**config.mk**
```make
export PLATFORM = sky130hd
export DESIGN_NAME = bths_core
export DESIGN_NICKNAME = d
export VERILOG_FILES = /design/src/shared/bths_pkg.sv /design/src/hw/bths_core.sv
export SDC_FILE = /design/constraint.sdc
export NUM_CORES = 2
export LEC_CHECK = 0
export BUFFER_PORTS_ARGS = -buffer_cell sky130_fd_sc_hd__buf_2
export CAP_MARGIN = 30
export CORE_MARGIN = 2
export CORE_UTILIZATION = 41
export DETAILED_ROUTE_END_ITERATION = 8
export PLACE_DENSITY = 0.55
export SYNTH_ARGS = -nofsm -noshare
export SYNTH_HDL_FRONTEND = slang
export SYNTH_SLANG_ARGS = --single-unit
```
**constraint.sdc**
```tcl
create_clock -name i_clk -period 4.75 [get_ports i_clk]
set_input_delay 0.475 -clock i_clk [delete_from_list [all_inputs] [get_ports i_clk]]
set_output_delay 0.475 -clock i_clk [all_outputs]
set_load 0.02 [all_outputs]
```
**src/shared/bths_pkg.sv**
```systemverilog
package bths_pkg;

  // One byte on a byte stream, with its strobe.
  typedef struct packed {
    logic       vld;
    logic [7:0] dat;
  } bths_byte_t;

  // End of one bus attempt: acknowledge kind and frame condition flags.
  typedef struct packed {
    logic       vld;
    logic [1:0] res;
    logic [2:0] flg;
  } bths_done_t;

  localparam logic [1:0] RES_ACK     = 2'h0;
  localparam logic [1:0] RES_BUSY    = 2'h2;
  localparam logic [1:0] MODE_NORMAL = 2'h3;

  // Request codes: upper bits select the service, lower bits carry a field.
  localparam logic [4:0] OP_OFFS  = 5'h01;
  localparam logic [4:0] OP_CFG   = 5'h03;
  localparam logic [4:0] OP_REGWR = 5'h05;
  localparam logic [4:0] OP_REGRD = 5'h07;
  localparam logic [3:0] OP_POLL  = 4'hE;
  localparam logic [1:0] OP_END   = 2'h1;
  localparam logic [1:0] OP_CONT  = 2'h2;

  // Indication codes sent back to the host.
  localparam logic [2:0] CFG_IND_CODE = 3'h1;
  localparam logic [2:0] FST_CODE     = 3'h3;
  localparam logic [7:0] MARK_CODE    = 8'hCB;
  localparam logic [7:0] CONF_CODE    = 8'h0B;
  localparam logic [7:0] STATE_RE     = 8'h87;

  localparam logic [2:0]  FEAT_RST   = 3'h0;
  localparam logic [2:0]  RETRY_INIT = 3'h3;
  localparam logic [15:0] CRC_INIT   = 16'hFFFF;
  localparam int          FRAME_MAX  = 263;

  // Timing: bit times at the bus rate and the host frame-end silence.
  localparam longint CLK_HZ      = 20_000_000;
  localparam longint BAUD        = 9600;
  localparam longint BUSY_BITS   = 150;
  localparam longint NACK_BITS   = 50;
  localparam longint SILENCE_US  = 2600;
  localparam longint BUSY_CYC    = (BUSY_BITS * CLK_HZ + BAUD - 1) / BAUD;
  localparam longint NACK_CYC    = (NACK_BITS * CLK_HZ + BAUD - 1) / BAUD;
  localparam longint SILENCE_CYC = (SILENCE_US * CLK_HZ + 999_999) / 1_000_000;

endpackage

```
**src/hw/bths_core.sv**
```systemverilog
`timescale 1ns/1ps
// Functional notes
// Optional features off after every reset.
// Apply features when idle; indicate then.
// Keep host poll data for poll slots.
// CRC feature appends two CRC bytes.
// Frame end: silence, or marker plus state.
// Config indication reports five feature bits.
// One activates, zero keeps, zeros just query.
// Register write takes following data byte.
// Register read returns addressed byte next.
// Host writes registers only when quiet.
// Host reads registers only when stopped.
// Frame start: control byte, offset cleared.
// Continue request stores byte at index.
// Offset request gives upper index bits.
// Host never sends offsets five to seven.
// Checksum match sends, mismatch reports error.
// Bus sending starts after full assembly.
// Every transmitted octet echoed to host.
// Frame state then confirmation with ack MSB.
// Frame state: three flags, reserved zeros.
// Without repeat, exactly one send attempt.
// Marker on: octet 0xCB echoed twice.
// Retry counters three; busy 150, other 50.
// CRC 1021, init FFFF, unreflected.
module bths_core #(
  parameter int unsigned BUSY_GAP = 32'(bths_pkg::BUSY_CYC),
  parameter int unsigned NACK_GAP = 32'(bths_pkg::NACK_CYC),
  parameter int unsigned SIL_CYC  = 32'(bths_pkg::SILENCE_CYC)
) (
  // Clock and reset.
  input  wire logic                 i_clk,
  input  wire logic                 i_rst_b,
  // Host link byte streams.
  input  wire bths_pkg::bths_byte_t i_host,
  output bths_pkg::bths_byte_t      o_host,
  // Device state inputs.
  input  wire logic                 i_bus_idle,
  input  wire logic [1:0]           i_mode,
  input  wire logic                 i_busy_mode,
  input  wire logic                 i_autoack,
  input  wire logic                 i_repeat_en,
  // Active features.
  output logic [2:0]                o_feat,
  // Stored polling information.
  output logic                      o_poll_vld,
  output logic [3:0]                o_poll_slot,
  output logic [7:0]                o_poll_adr,
  output logic [7:0]                o_poll_dat,
  // Internal register port.
  output logic [2:0]                o_reg_addr,
  output logic                      o_reg_wr,
  output logic                      o_reg_rd,
  output logic [7:0]                o_reg_wdat,
  input  wire logic [7:0]           i_reg_rdat,
  // Bus transmitter.
  output bths_pkg::bths_byte_t      o_bus,
  input  wire logic                 i_bus_rdy,
  input  wire bths_pkg::bths_done_t i_bus_done,
  // Bus receiver stream.
  input  wire bths_pkg::bths_byte_t i_rx,
  input  wire logic                 i_rx_end,
  input  wire logic [2:0]           i_rx_flg
);

  typedef enum logic [3:0] {P_CMD, P_DATA, P_CKS, P_REGW, P_PADR, P_PST,
                            P_SUM, P_TX, P_WAIT, P_GAP} bths_pst_t;
  typedef enum logic [3:0] {O_IDLE, O_DUP, O_CRCH, O_CRCL, O_MARK, O_FST,
                            O_CONF, O_SIL} bths_ost_t;

  // Serial CRC update, one byte at a time, no reflection.
  function automatic logic [15:0] crc_upd(input logic [15:0] c, input logic [7:0] b);
    logic [15:0] x;
    x = {c[7:0], c[15:8]} ^ {8'h00, b};
    x = x ^ {12'h000, x[7:4]};
    x = x ^ {x[3:0], 12'h000};
    x = x ^ {3'b000, x[7:0], 5'b00000};
    return x;
  endfunction

  bths_pst_t   st_q;           // Request parser and sender state.
  bths_ost_t   ost_q;          // Host output sequencer state.
  logic [7:0]  buf_q [bths_pkg::FRAME_MAX];  // Assembled telegram.
  logic [2:0]  req_q;          // Features waiting to be applied.
  logic        cfg_pend_q;     // A configuration request is waiting.
  logic        cfg_ind_q;      // Configuration indication owed.
  logic        rd_pend_q;      // Register read data owed.
  logic [7:0]  rd_dat_q;       // Captured register data.
  logic        st_pend_q;      // Checksum error indication owed.
  logic        end_pend_q;     // Frame tail owed.
  logic        conf_pend_q;    // Data confirmation owed.
  logic [7:0]  conf_q;         // Confirmation byte.
  logic [2:0]  fst_flg_q;      // Flags of the frame that ended.
  logic [2:0]  off_q;          // Upper index bits.
  logic [8:0]  wa_q;           // Write index for the next data byte.
  logic [8:0]  len_q;          // Telegram length before checksum.
  logic [8:0]  ptr_q;          // Scan and send pointer.
  logic [7:0]  sum_q;          // Running XOR of the telegram.
  logic [7:0]  cks_q;          // Checksum from the host.
  logic [2:0]  bcnt_q;         // Busy retries left.
  logic [2:0]  ncnt_q;         // Other retries left.
  logic [19:0] gap_q;          // Idle cycles counted before a retry.
  logic [19:0] gap_tgt_q;      // Idle cycles needed before a retry.
  logic [19:0] sil_q;          // Silence cycles still to keep.
  logic [15:0] crc_q;          // CRC over the bytes forwarded.

  ////////////////////////////////////////////////////////////////////////////////
  // Decoding of host bytes and events.

  wire       hv        = i_host.vld;
  wire [7:0] hb        = i_host.dat;
  wire       cmd       = hv && (st_q == P_CMD);
  wire       is_cont   = hb[7:6] == bths_pkg::OP_CONT;
  wire       is_end    = hb[7:6] == bths_pkg::OP_END;
  wire       is_start  = is_cont && (hb[5:0] == 6'h00);
  wire       cfg_apply = cfg_pend_q && (i_bus_idle || i_mode != bths_pkg::MODE_NORMAL);
  wire       bus_fire  = o_bus.vld && i_bus_rdy;
  wire       strm      = bus_fire || i_rx.vld;
  wire [7:0] strm_dat  = bus_fire ? o_bus.dat : i_rx.dat;
  wire       out_free  = (ost_q == O_IDLE) || (ost_q == O_SIL);
  wire       mark_on   = o_feat[0];
  wire       done      = i_bus_done.vld && (st_q == P_WAIT);
  wire       is_busy   = i_bus_done.res == bths_pkg::RES_BUSY;
  wire       is_ack    = i_bus_done.res == bths_pkg::RES_ACK;
  wire       left      = is_busy ? (bcnt_q != 3'h0) : (ncnt_q != 3'h0);
  wire       retry     = done && !is_ack && i_repeat_en && left;
  wire       final_ev  = done && !retry;
  wire       sum_end   = (st_q == P_SUM) && (ptr_q == len_q);
  wire       sum_ok    = ~sum_q == cks_q;
  wire [8:0] cont_idx  = {off_q, hb[5:0]};
  wire       buf_we    = hv && (((st_q == P_DATA) && (wa_q < 9'(bths_pkg::FRAME_MAX))) ||
                                ((st_q == P_CKS) && (len_q < 9'(bths_pkg::FRAME_MAX))));
  wire [8:0] buf_wa    = (st_q == P_CKS) ? len_q : wa_q;
  wire [7:0] cfg_ind   = {i_busy_mode, i_autoack, o_feat, bths_pkg::CFG_IND_CODE};
  wire [7:0] fst_byte  = {fst_flg_q, 2'b00, bths_pkg::FST_CODE};
  wire [7:0] rd_byte   = buf_q[ptr_q];

  ////////////////////////////////////////////////////////////////////////////////
  // Telegram buffer: no reset; an index left unwritten is sent with whatever it last held.

  // Bytes land at any index in any order; a rewrite replaces the old byte.
  always_ff @(posedge i_clk) begin
    if (buf_we) begin
      buf_q[buf_wa] <= hb;
    end
  end

  ////////////////////////////////////////////////////////////////////////////////
  // Feature configuration.

  // Requested bits only ever add features; reset alone clears them.
  always_ff @(posedge i_clk or negedge i_rst_b) begin
    if (!i_rst_b) begin
      o_feat     <= bths_pkg::FEAT_RST;
      req_q      <= 3'h0;
      cfg_pend_q <= 1'b0;
    end else if (cmd && hb[7:3] == bths_pkg::OP_CFG) begin
      req_q      <= req_q | hb[2:0];
      cfg_pend_q <= 1'b1;
    end else if (cfg_apply) begin
      o_feat     <= o_feat | req_q;
      req_q      <= 3'h0;
      cfg_pend_q <= 1'b0;
    end
  end

  ////////////////////////////////////////////////////////////////////////////////
  // Request parser and telegram sender.

  // One state machine walks requests, checksum scan, sending and retries.
  always_ff @(posedge i_clk or negedge i_rst_b) begin
    if (!i_rst_b) begin
      st_q <= P_CMD;
      off_q <= 3'h0;
      wa_q <= 9'h000;
      len_q <= 9'h000;
      ptr_q <= 9'h000;
      sum_q <= 8'h00;
      cks_q <= 8'h00;
      bcnt_q <= bths_pkg::RETRY_INIT;
      ncnt_q <= bths_pkg::RETRY_INIT;
      gap_q <= 20'h00000;
      gap_tgt_q <= 20'h00000;
      o_bus <= '0;
    end else begin
      case (st_q)
        P_CMD: begin
          if (hv && is_start) begin
            off_q <= 3'h0;
            wa_q  <= 9'h000;
            st_q  <= P_DATA;
          end else if (hv && is_cont) begin
            wa_q <= cont_idx;
            st_q <= P_DATA;
          end else if (hv && is_end) begin
            len_q <= cont_idx;
            st_q  <= P_CKS;
          end else if (hv && hb[7:3] == bths_pkg::OP_OFFS) begin
            off_q <= hb[2:0];
          end else if (hv && hb[7:3] == bths_pkg::OP_REGWR) begin
            st_q <= P_REGW;
          end else if (hv && hb[7:4] == bths_pkg::OP_POLL) begin
            st_q <= P_PADR;
          end
        end
        P_DATA, P_REGW, P_PST: begin
          if (hv) begin
            st_q <= P_CMD;
          end
        end
        P_PADR: begin
          if (hv) begin
            st_q <= P_PST;
          end
        end
        P_CKS: begin
          // Checksum byte ends assembly; the scan runs before any sending.
          if (hv) begin
            cks_q <= hb;
            sum_q <= 8'h00;
            ptr_q <= 9'h000;
            st_q  <= P_SUM;
          end
        end
        P_SUM: begin
          if (sum_end) begin
            ptr_q  <= 9'h000;
            bcnt_q <= bths_pkg::RETRY_INIT;
            ncnt_q <= bths_pkg::RETRY_INIT;
            st_q   <= sum_ok ? P_TX : P_CMD;
          end else begin
            sum_q <= sum_q ^ rd_byte;
            ptr_q <= ptr_q + 9'h001;
          end
        end
        P_TX: begin
          // A byte is offered only when the echo path is free.
          if (bus_fire) begin
            o_bus.vld <= 1'b0;
            ptr_q     <= ptr_q + 9'h001;
            st_q      <= (ptr_q == len_q) ? P_WAIT : P_TX;
          end else if (!o_bus.vld && ost_q == O_IDLE && !i_rx.vld) begin
            o_bus.vld <= 1'b1;
            o_bus.dat <= (ptr_q == len_q) ? cks_q : rd_byte;
          end
        end
        P_WAIT: begin
          if (retry) begin
            // Busy waits the long gap, any other failure the short one.
            bcnt_q    <= is_busy ? bcnt_q - 3'h1 : bcnt_q;
            ncnt_q    <= is_busy ? ncnt_q : ncnt_q - 3'h1;
            gap_tgt_q <= is_busy ? BUSY_GAP[19:0] : NACK_GAP[19:0];
            gap_q     <= 20'h00000;
            st_q      <= P_GAP;
          end else if (done) begin
            st_q <= P_CMD;
          end
        end
        P_GAP: begin
          // The gap counts only unbroken bus idle.
          gap_q <= i_bus_idle ? gap_q + 20'h00001 : 20'h00000;
          if (i_bus_idle && gap_q + 20'h00001 >= gap_tgt_q) begin
            ptr_q <= 9'h000;
            st_q  <= P_TX;
          end
        end
        default: st_q <= P_CMD;
      endcase
    end
  end

  ////////////////////////////////////////////////////////////////////////////////
  // Register port and polling store.

  // Read data is captured one cycle after the read strobe.
  always_ff @(posedge i_clk or negedge i_rst_b) begin
    if (!i_rst_b) begin
      o_reg_addr  <= 3'h0;
      o_reg_wr    <= 1'b0;
      o_reg_rd    <= 1'b0;
      o_reg_wdat  <= 8'h00;
      rd_dat_q    <= 8'h00;
      o_poll_vld  <= 1'b0;
      o_poll_slot <= 4'h0;
      o_poll_adr  <= 8'h00;
      o_poll_dat  <= 8'h00;
    end else begin
      o_reg_wr <= hv && (st_q == P_REGW);
      o_reg_rd <= cmd && hb[7:3] == bths_pkg::OP_REGRD;
      if (cmd && (hb[7:3] == bths_pkg::OP_REGRD || hb[7:3] == bths_pkg::OP_REGWR)) begin
        o_reg_addr <= hb[2:0];
      end
      if (hv && st_q == P_REGW) begin
        o_reg_wdat <= hb;
      end
      if (o_reg_rd) begin
        rd_dat_q <= i_reg_rdat;
      end
      if (cmd && hb[7:4] == bths_pkg::OP_POLL) begin
        o_poll_slot <= hb[3:0];
      end
      if (hv && st_q == P_PADR) begin
        o_poll_adr <= hb;
      end
      if (hv && st_q == P_PST) begin
        o_poll_dat <= hb;
        o_poll_vld <= 1'b1;
      end
    end
  end

  ////////////////////////////////////////////////////////////////////////////////
  // Owed indications: a new event always wins over its own clear.

  wire emit_cfg = (ost_q == O_IDLE) && !strm && !end_pend_q && cfg_ind_q;
  wire emit_rd  = (ost_q == O_IDLE) && !strm && !end_pend_q && !cfg_ind_q && rd_pend_q;
  wire emit_st  = (ost_q == O_IDLE) && !strm && !end_pend_q && !cfg_ind_q && !rd_pend_q
                  && st_pend_q;
  wire take_end = out_free && !strm && end_pend_q;

  always_ff @(posedge i_clk or negedge i_rst_b) begin
    if (!i_rst_b) begin
      cfg_ind_q   <= 1'b0;
      rd_pend_q   <= 1'b0;
      st_pend_q   <= 1'b0;
      end_pend_q  <= 1'b0;
      conf_pend_q <= 1'b0;
      conf_q      <= 8'h00;
      fst_flg_q   <= 3'h0;
    end else begin
      cfg_ind_q  <= cfg_apply | (cfg_ind_q & ~emit_cfg);
      rd_pend_q  <= o_reg_rd | (rd_pend_q & ~emit_rd);
      st_pend_q  <= (sum_end & ~sum_ok) | (st_pend_q & ~emit_st);
      end_pend_q <= final_ev | i_rx_end | (end_pend_q & ~take_end);
      if (final_ev) begin
        conf_pend_q <= 1'b1;
        conf_q      <= {is_ack, bths_pkg::CONF_CODE[6:0]};
        fst_flg_q   <= i_bus_done.flg;
      end else if (ost_q == O_CONF) begin
        conf_pend_q <= 1'b0;
      end
      if (i_rx_end) begin
        fst_flg_q <= i_rx_flg;
      end
    end
  end

  ////////////////////////////////////////////////////////////////////////////////
  // Host output sequencer.

  // Tail order: CRC, marker, frame state, confirmation; silence follows only with the marker off.
  wire bths_ost_t after_fst = conf_pend_q ? O_CONF : (mark_on ? O_IDLE : O_SIL);
  wire bths_ost_t tail_1st  = o_feat[1] ? O_CRCH : (mark_on ? O_MARK : O_FST);

  // Data bytes preempt silence; a limitation if the bus restarts early.
  always_ff @(posedge i_clk or negedge i_rst_b) begin
    if (!i_rst_b) begin
      ost_q <= O_IDLE;
      o_host <= '0;
      crc_q <= bths_pkg::CRC_INIT;
      sil_q <= 20'h00000;
    end else begin
      o_host.vld <= 1'b0;
      case (ost_q)
        O_IDLE, O_SIL: begin
          sil_q <= (sil_q != 20'h00000) ? sil_q - 20'h00001 : sil_q;
          if (ost_q == O_SIL && sil_q == 20'h00001) begin
            ost_q <= O_IDLE;
          end
          if (strm) begin
            o_host <= '{vld: 1'b1, dat: strm_dat};
            crc_q  <= crc_upd(crc_q, strm_dat);
            ost_q  <= (mark_on && strm_dat == bths_pkg::MARK_CODE) ? O_DUP : O_IDLE;
          end else if (take_end) begin
            ost_q <= tail_1st;
          end else if (emit_cfg) begin
            o_host <= '{vld: 1'b1, dat: cfg_ind};
          end else if (emit_rd) begin
            o_host <= '{vld: 1'b1, dat: rd_dat_q};
          end else if (emit_st) begin
            o_host <= '{vld: 1'b1, dat: bths_pkg::STATE_RE};
          end
        end
        O_DUP: begin
          o_host <= '{vld: 1'b1, dat: bths_pkg::MARK_CODE};
          ost_q  <= O_IDLE;
        end
        O_CRCH: begin
          o_host <= '{vld: 1'b1, dat: crc_q[15:8]};
          ost_q  <= O_CRCL;
        end
        O_CRCL: begin
          o_host <= '{vld: 1'b1, dat: crc_q[7:0]};
          ost_q  <= mark_on ? O_MARK : O_FST;
        end
        O_MARK: begin
          o_host <= '{vld: 1'b1, dat: bths_pkg::MARK_CODE};
          ost_q  <= O_FST;
        end
        O_FST: begin
          o_host <= '{vld: 1'b1, dat: fst_byte};
          crc_q  <= bths_pkg::CRC_INIT;
          sil_q  <= SIL_CYC[19:0];
          ost_q  <= after_fst;
        end
        O_CONF: begin
          o_host <= '{vld: 1'b1, dat: conf_q};
          ost_q  <= mark_on ? O_IDLE : O_SIL;
        end
        default: ost_q <= O_IDLE;
      endcase
    end
  end
endmodule

```
* Word-level counts from Yosys, hierarchy flattened
Memories as Yosys holds them, arrays and structs flattened.
Index checks and enable logic that the tools add are counted.
** Storage, ports and cells
- Bits in writable memories :: 2104
- Memories kept :: 1
- Output and inout bits :: 55
- Bits in latches :: 0
- Memory bits (read-only) :: 0
- Logic and storage cells :: 291
- Bits of input ports :: 45
- Bits in registers :: 215
** Cells by class
- Multipliers :: 0
- Reductions and logical operators :: 92
- Equal/unequal tests :: 49
- Muxes and demuxes :: 77
- Bitwise logic cells :: 27
- Shift-type cells :: 0
- $add $sub $neg :: 5
- Order comparisons :: 3
- Divide/modulo/power cells :: 0
** Memories
- buf_q :: depth 263, width 8, rd ports 1, clocked after memory_dff 0, wr ports 1, RTL line bths_core.sv:84 : logic [7:0] buf_q [bths_pkg::FRAME_MAX];
** Operators by type and width (count)
- 9-bit two-way mux :: 13
- 4-bit two-way mux :: 20
- 20-bit one-hot mux with 2 select lines :: 2
- 20-bit two-way mux :: 3
- 9-bit one-hot mux with 6 select lines :: 1
- 3-bit two-way mux :: 15
- 1-bit logical AND :: 40
- 9-bit one-hot mux with 4 select lines :: 1
- 4-bit by 3-bit equality test with 1-bit output (second input constant) :: 8
- 8-bit two-way mux :: 4
- 16-bit one-hot mux with 2 select lines :: 1
- 4-bit one-hot mux with 8 select lines :: 1
- 2-bit inequality test (second input constant) :: 15
- 4-bit one-hot mux with 6 select lines :: 1
- 20-bit by 1-bit adder with 20-bit output (second input constant) :: 1
- 20-bit by 1-bit equality test with 1-bit output (second input constant) :: 1
- 20-bit greater-or-equal comparator :: 1
- 4-bit AND reduction :: 5
- 2-bit nonzero test :: 10
- 20-bit nonzero test :: 1
- 20-bit by 1-bit subtractor with 20-bit output (second input constant) :: 1
- 19-bit two-way mux :: 1
- 9-bit < comparator (second input constant) :: 2
- 4-bit by 2-bit equality test with 1-bit output (second input constant) :: 4
- other kinds (43) :: 101

* Logic depth before layout (Yosys ltp)
- Depth in word-level cells :: 14
- Depth in mapped cells :: 16

* Worst setup path before layout
OpenSTA, ideal clock, no wires.
- Path type :: register to register
- From :: register gap_q[0]
- To :: register st_q[0]
- Library setup time :: 0.125 ns
- Arrival :: 3.475 ns
- Slack :: 1.150 ns
- Cell stages (with the launch flop) :: 16
- Cells stage by stage :: dfrtp_1 ha_1 and4_1 nand4_1 nor2_1 and3_1 clkbuf_1 nand3_1 xnor2_1 ha_1 nor2_1 mux2_2 o211ai_2 o221ai_2 nor3_2 mux2_2
** Between the ends
- Longest elaborated chain between the ends :: 5
** RTL lines
- start, declared :: RTL line bths_core.sv:103 : logic [19:0] gap_q;
- start signal, assigned :: RTL line bths_core.sv:262 : gap_q <= i_bus_idle ? gap_q + 20'h00001 : 20'h00000;
- 20-bit by 1-bit adder with 20-bit output :: RTL line bths_core.sv:263 : if (i_bus_idle && gap_q + 20'h00001 >= gap_tgt_q) begin
- 20-bit greater-or-equal comparator :: RTL line bths_core.sv:263
- 1-bit logical AND :: RTL line bths_core.sv:263
- 2-bit inequality test (no line)
- 9-bit AND reduction (no line)
- end signal, assigned :: RTL line bths_core.sv:231 : st_q <= sum_ok ? P_TX : P_CMD;
- end signal, assigned :: RTL line bths_core.sv:242 : st_q <= (ptr_q == len_q) ? P_WAIT : P_TX;
- end, declared :: RTL line bths_core.sv:82 : bths_pst_t st_q;
No other way between the ends.
A chain may end at the register's enable or synchronous reset.

* Final worst setup path
- From :: register ptr_q[0]
- To :: register sum_q[2]
** Between the ends
- Longest elaborated chain between the ends :: 4
** RTL lines
- start, declared :: RTL line bths_core.sv:98 : logic [8:0] ptr_q;
- start signal, assigned :: RTL line bths_core.sv:234 : ptr_q <= ptr_q + 9'h001;
- start signal, assigned :: RTL line bths_core.sv:241 : ptr_q <= ptr_q + 9'h001;
- memory read 263 x 8 bit or 9-bit equality test (tied branches)
- 8-bit XOR or 1-bit logical AND (tied branches) :: RTL line bths_core.sv:233, bths_core.sv:129
- 8-bit two-way mux or 2-bit inequality test (tied branches)
- 8-bit one-hot mux with 2 select lines or 3-bit AND reduction (tied branches)
- end signal, assigned :: RTL line bths_core.sv:233 : sum_q <= sum_q ^ rd_byte;
- end, declared :: RTL line bths_core.sv:99 : logic [7:0] sum_q;
Several ways; a longest one is shown, not always the timed one. The select of a mux whose other input is x is not followed.

==> results_dict.tcl <==
set metrics [dict create \
    clk_pin_slew_ns 0.06 \
    fin_skew_ns 0.0468 \
    layout_commonest_cell "edfxtp_1" \
    fin_area_um2 107000 \
    clock_sinks 2299 \
    place.detailed.hpwl_um 173000 \
    place_area_um2 98800 \
    seq_area_frac_synth_pct 73.9 \
    ir_drop_v 0.000491 \
    busiest_layer "met2" \
    dieArea_um2 229000 \
    worstSetupPathType "flop to flop" \
    worst_path_max_delay_cell "a2111oi_0" \
    vias_per_cell 5.85 \
    pwr_density_cell_nw_per_um2 533 \
    crit_cells 11 \
    clk-insertion-delay-late_ns 0.87 \
    final_cell_mix "edfxtp_1 (2104), mux4_2 (522), nor2_1 (391), buf_4 (388), clkbuf_16 (237)" \
    layout_min_cycle_time_ns 4.44 \
    grt_use_met2_pct 36.8 \
    met3_usage_pct 4.86 \
    finalWirelength_um 270000 \
    drtAntennaViolNets 0 \
    required_ns 5.54 \
    hold_class "primary input to flop" \
    crit_chain "buf_12 > inv_2 > buf_4 > mux2i_1 > o22ai_1 > a2111oi_0 > buf_4 > nor2_1 > a211o_1 > nand3_1 > mux2i_1" \
    startpoint_type "flop" \
    syn_inst 4872 \
    rows 174 \
    final_core_util_pct 47.7 \
    cp_top_family "buffers and inverters" \
    cpPeakStageDelay_ns 0.73 \
    core_area_um2 224000 \
    via_count 50154 \
    tightestPinTransition_ns 1.07 \
    finalHoldViolCount 0 \
    outcome "finished clean" \
    synthFlopType "edfxtp_1" \
    grt_pass1_vias 49991 \
    rsz0062_at_grt "no" \
    leakage_uw 0.0351 \
    ys_ff_latch 2299 \
    grt_max_degree 174 \
    cp_max_fo 13 \
    antenna_found_initial 17 \
    numPortBuffers 99 \
    globalRouteTotalUtil_pct 23.5 \
    holdPathStages 1 \
    drc_errors 0 \
    setup_violations 0 \
    crit_start "ptr_q[0]" \
    maxCapViolations 0 \
    cts_tree "done" \
    r2r_start "ptr_q[0]" \
    endpoint_kind "flop" \
    synth.distinct_cells 82 \
    fin_nets 5454 \
    whs_ns 0.0541 \
    first_iter_violations 5892 \
    dr.pass1.iters 5 \
    hp-start "i_host[2]" \
    ys_async_sr_fraction_pct 8.48 \
    start_util_pct 41.1 \
    grt_pass1_wl_um 383000 \
    crit_arrival_ns 5.23 \
    overflow 0 \
    num_io_pins 100 \
    path_buf_inv 4 \
    max_freq_mhz 225 \
    drive_above_1_share_pct 27.5 \
    synth_nets 4939 \
    netlist_area_um2 92200 \
    routedWlPerCell_um 31.5 \
    use_met1_pct 32.7 \
    period_share_pct 93.4 \
    gp_congestion 0.885 \
    cts_root_buf "clkbuf_16" \
    h-tree-depth 4 \
    drv_slew 0 \
    ys_warn_count 0 \
    cts_buffer_depth 3 \
    die_x_um 478 \
    cts_made_buffers 234 \
    r2r_cells 11 \
    syn2layout_area_growth_pct 16.0 \
    slew_headroom_pct 27.8 \
    die_h_um 478 \
    synth_edf_count 2104 \
    finalSetupTns_ns 0 \
    avgSynthCellArea_um2 18.9 \
]
==> timing repair <==
action | 4_1_cts | 5_1_grt
resized for setup | 0 | 1
setup endpoints to repair | 0 | 1
hold endpoints to repair | 132 | 0
setup buffers | 0 | 0
hold buffers | 30 | 0
==> area by class of cell <==
type                            instances  area [um^2]
Tap cell                             2992         3740
Sequential cell                      2299        68100
Multi-Input combinational cell       2258        22600
Antenna cell                            4         10.0
Timing Repair Buffer                  558         4600
Clock buffer                          282         6160
Clock inverter                        151         1610
Inverter                               36          138
Fill cell                           18781       117000
==> where the power goes <==
part	switching (uW)	internal, uW	total (uW)
clock network	7910	10800	18700
registers	722	22700	23400
logic	8770	6070	14800
total	17400	39600	57000
==> kinds of logic after synthesis <==
family / count (synthesis) / share of synthesized area, %
adder cells (fa/ha/maj): 22 / 0.299
AND/OR/NAND/NOR: 930 / 4.57
AO/OA/AOI/OAI: 501 / 3.70
buffers and inverters: 315 / 1.70
multiplexers: 734 / 15.2
XOR/XNOR: 71 / 0.675
flip-flops: 2299 / 73.9
==> synth_stat cells (all sizes together) (18+ instances only) <==
cell type  count  area (um^2)
a21oi         96          480
a221oi        22          193
a22o          29          254
a22oi         48          360
a31oi         18          113
and3          18          113
buf          143          917
clkbuf       136          510
dfrtp        175         4380
dfstp         20          526
edfxtp      2104        63200
ha            22          275
inv           34          128
mux2          75          845
mux2i        136         1360
mux4         523        11800
nand2        219          822
nand2b        30          188
nand3         71          355
nor2         392         1470
nor2b         30          188
nor3          65          335
o211ai        18          140
o21ai         99          495
o22ai         45          282
xnor2         39          342
xor2          32          280
==> state kept, by name, indices dropped and copies added, names as in the netlist, 4 cells and up <==
name	count
cks_q	8
sum_q	8
sil_q	20
o_poll_dat	8
len_q	9
o_host	9
rd_dat_q	8
crc_q	16
buf_q	2104
o_poll_slot	4
o_reg_wdat	8
o_bus	9
st_q	4
gap_q	20
o_poll_adr	8
ptr_q	9
wa_q	9
==> path summary, 6_finish.rpt <==
path,endpoint,slack [ns]
max,sum_q[2],0.31
max in group asynchronous,ncnt_q[1],3.38
max reg2reg,sum_q[2],0.31
min in group asynchronous,sil_q[12],0.26
min reg2reg,o_poll_vld,0.46
min,buf_q[31][2],0.05
==> stage by stage <==
stage	instances	worst slack [ns]	power, uW
after CTS	8573	0.216	57300
after global routing	8577	0.0507	58800
after floorplan	4872	1.15	32600
after global placement	8106	0.233	38600
after detailed placement	8110	0.229	38700
final	8580	0.313	57000
==> layer usage <==
layer | wire [um] | share of wire [%] | vias to the layer above
met5 | 55 | 0.020 | -
met4 | 9800 | 3.6 | 8
met3 | 21800 | 8.1 | 442
met2 | 127000 | 47 | 2124
met1 | 112000 | 41 | 26769
li1 | - | - | 20811
==> worst reg2reg max path, cell delays in order (launching register included) <==
cell and delay, ns:
dfrtp_4 0.64, buf_12 0.25, inv_2 0.57, buf_4 0.41, mux2i_1 0.46, o22ai_1 0.25
a2111oi_0 0.73, buf_4 0.30, nor2_1 0.05, a211o_1 0.37, nand3_1 0.12, mux2i_1 0.18
(Power assumes the default switching activity.)
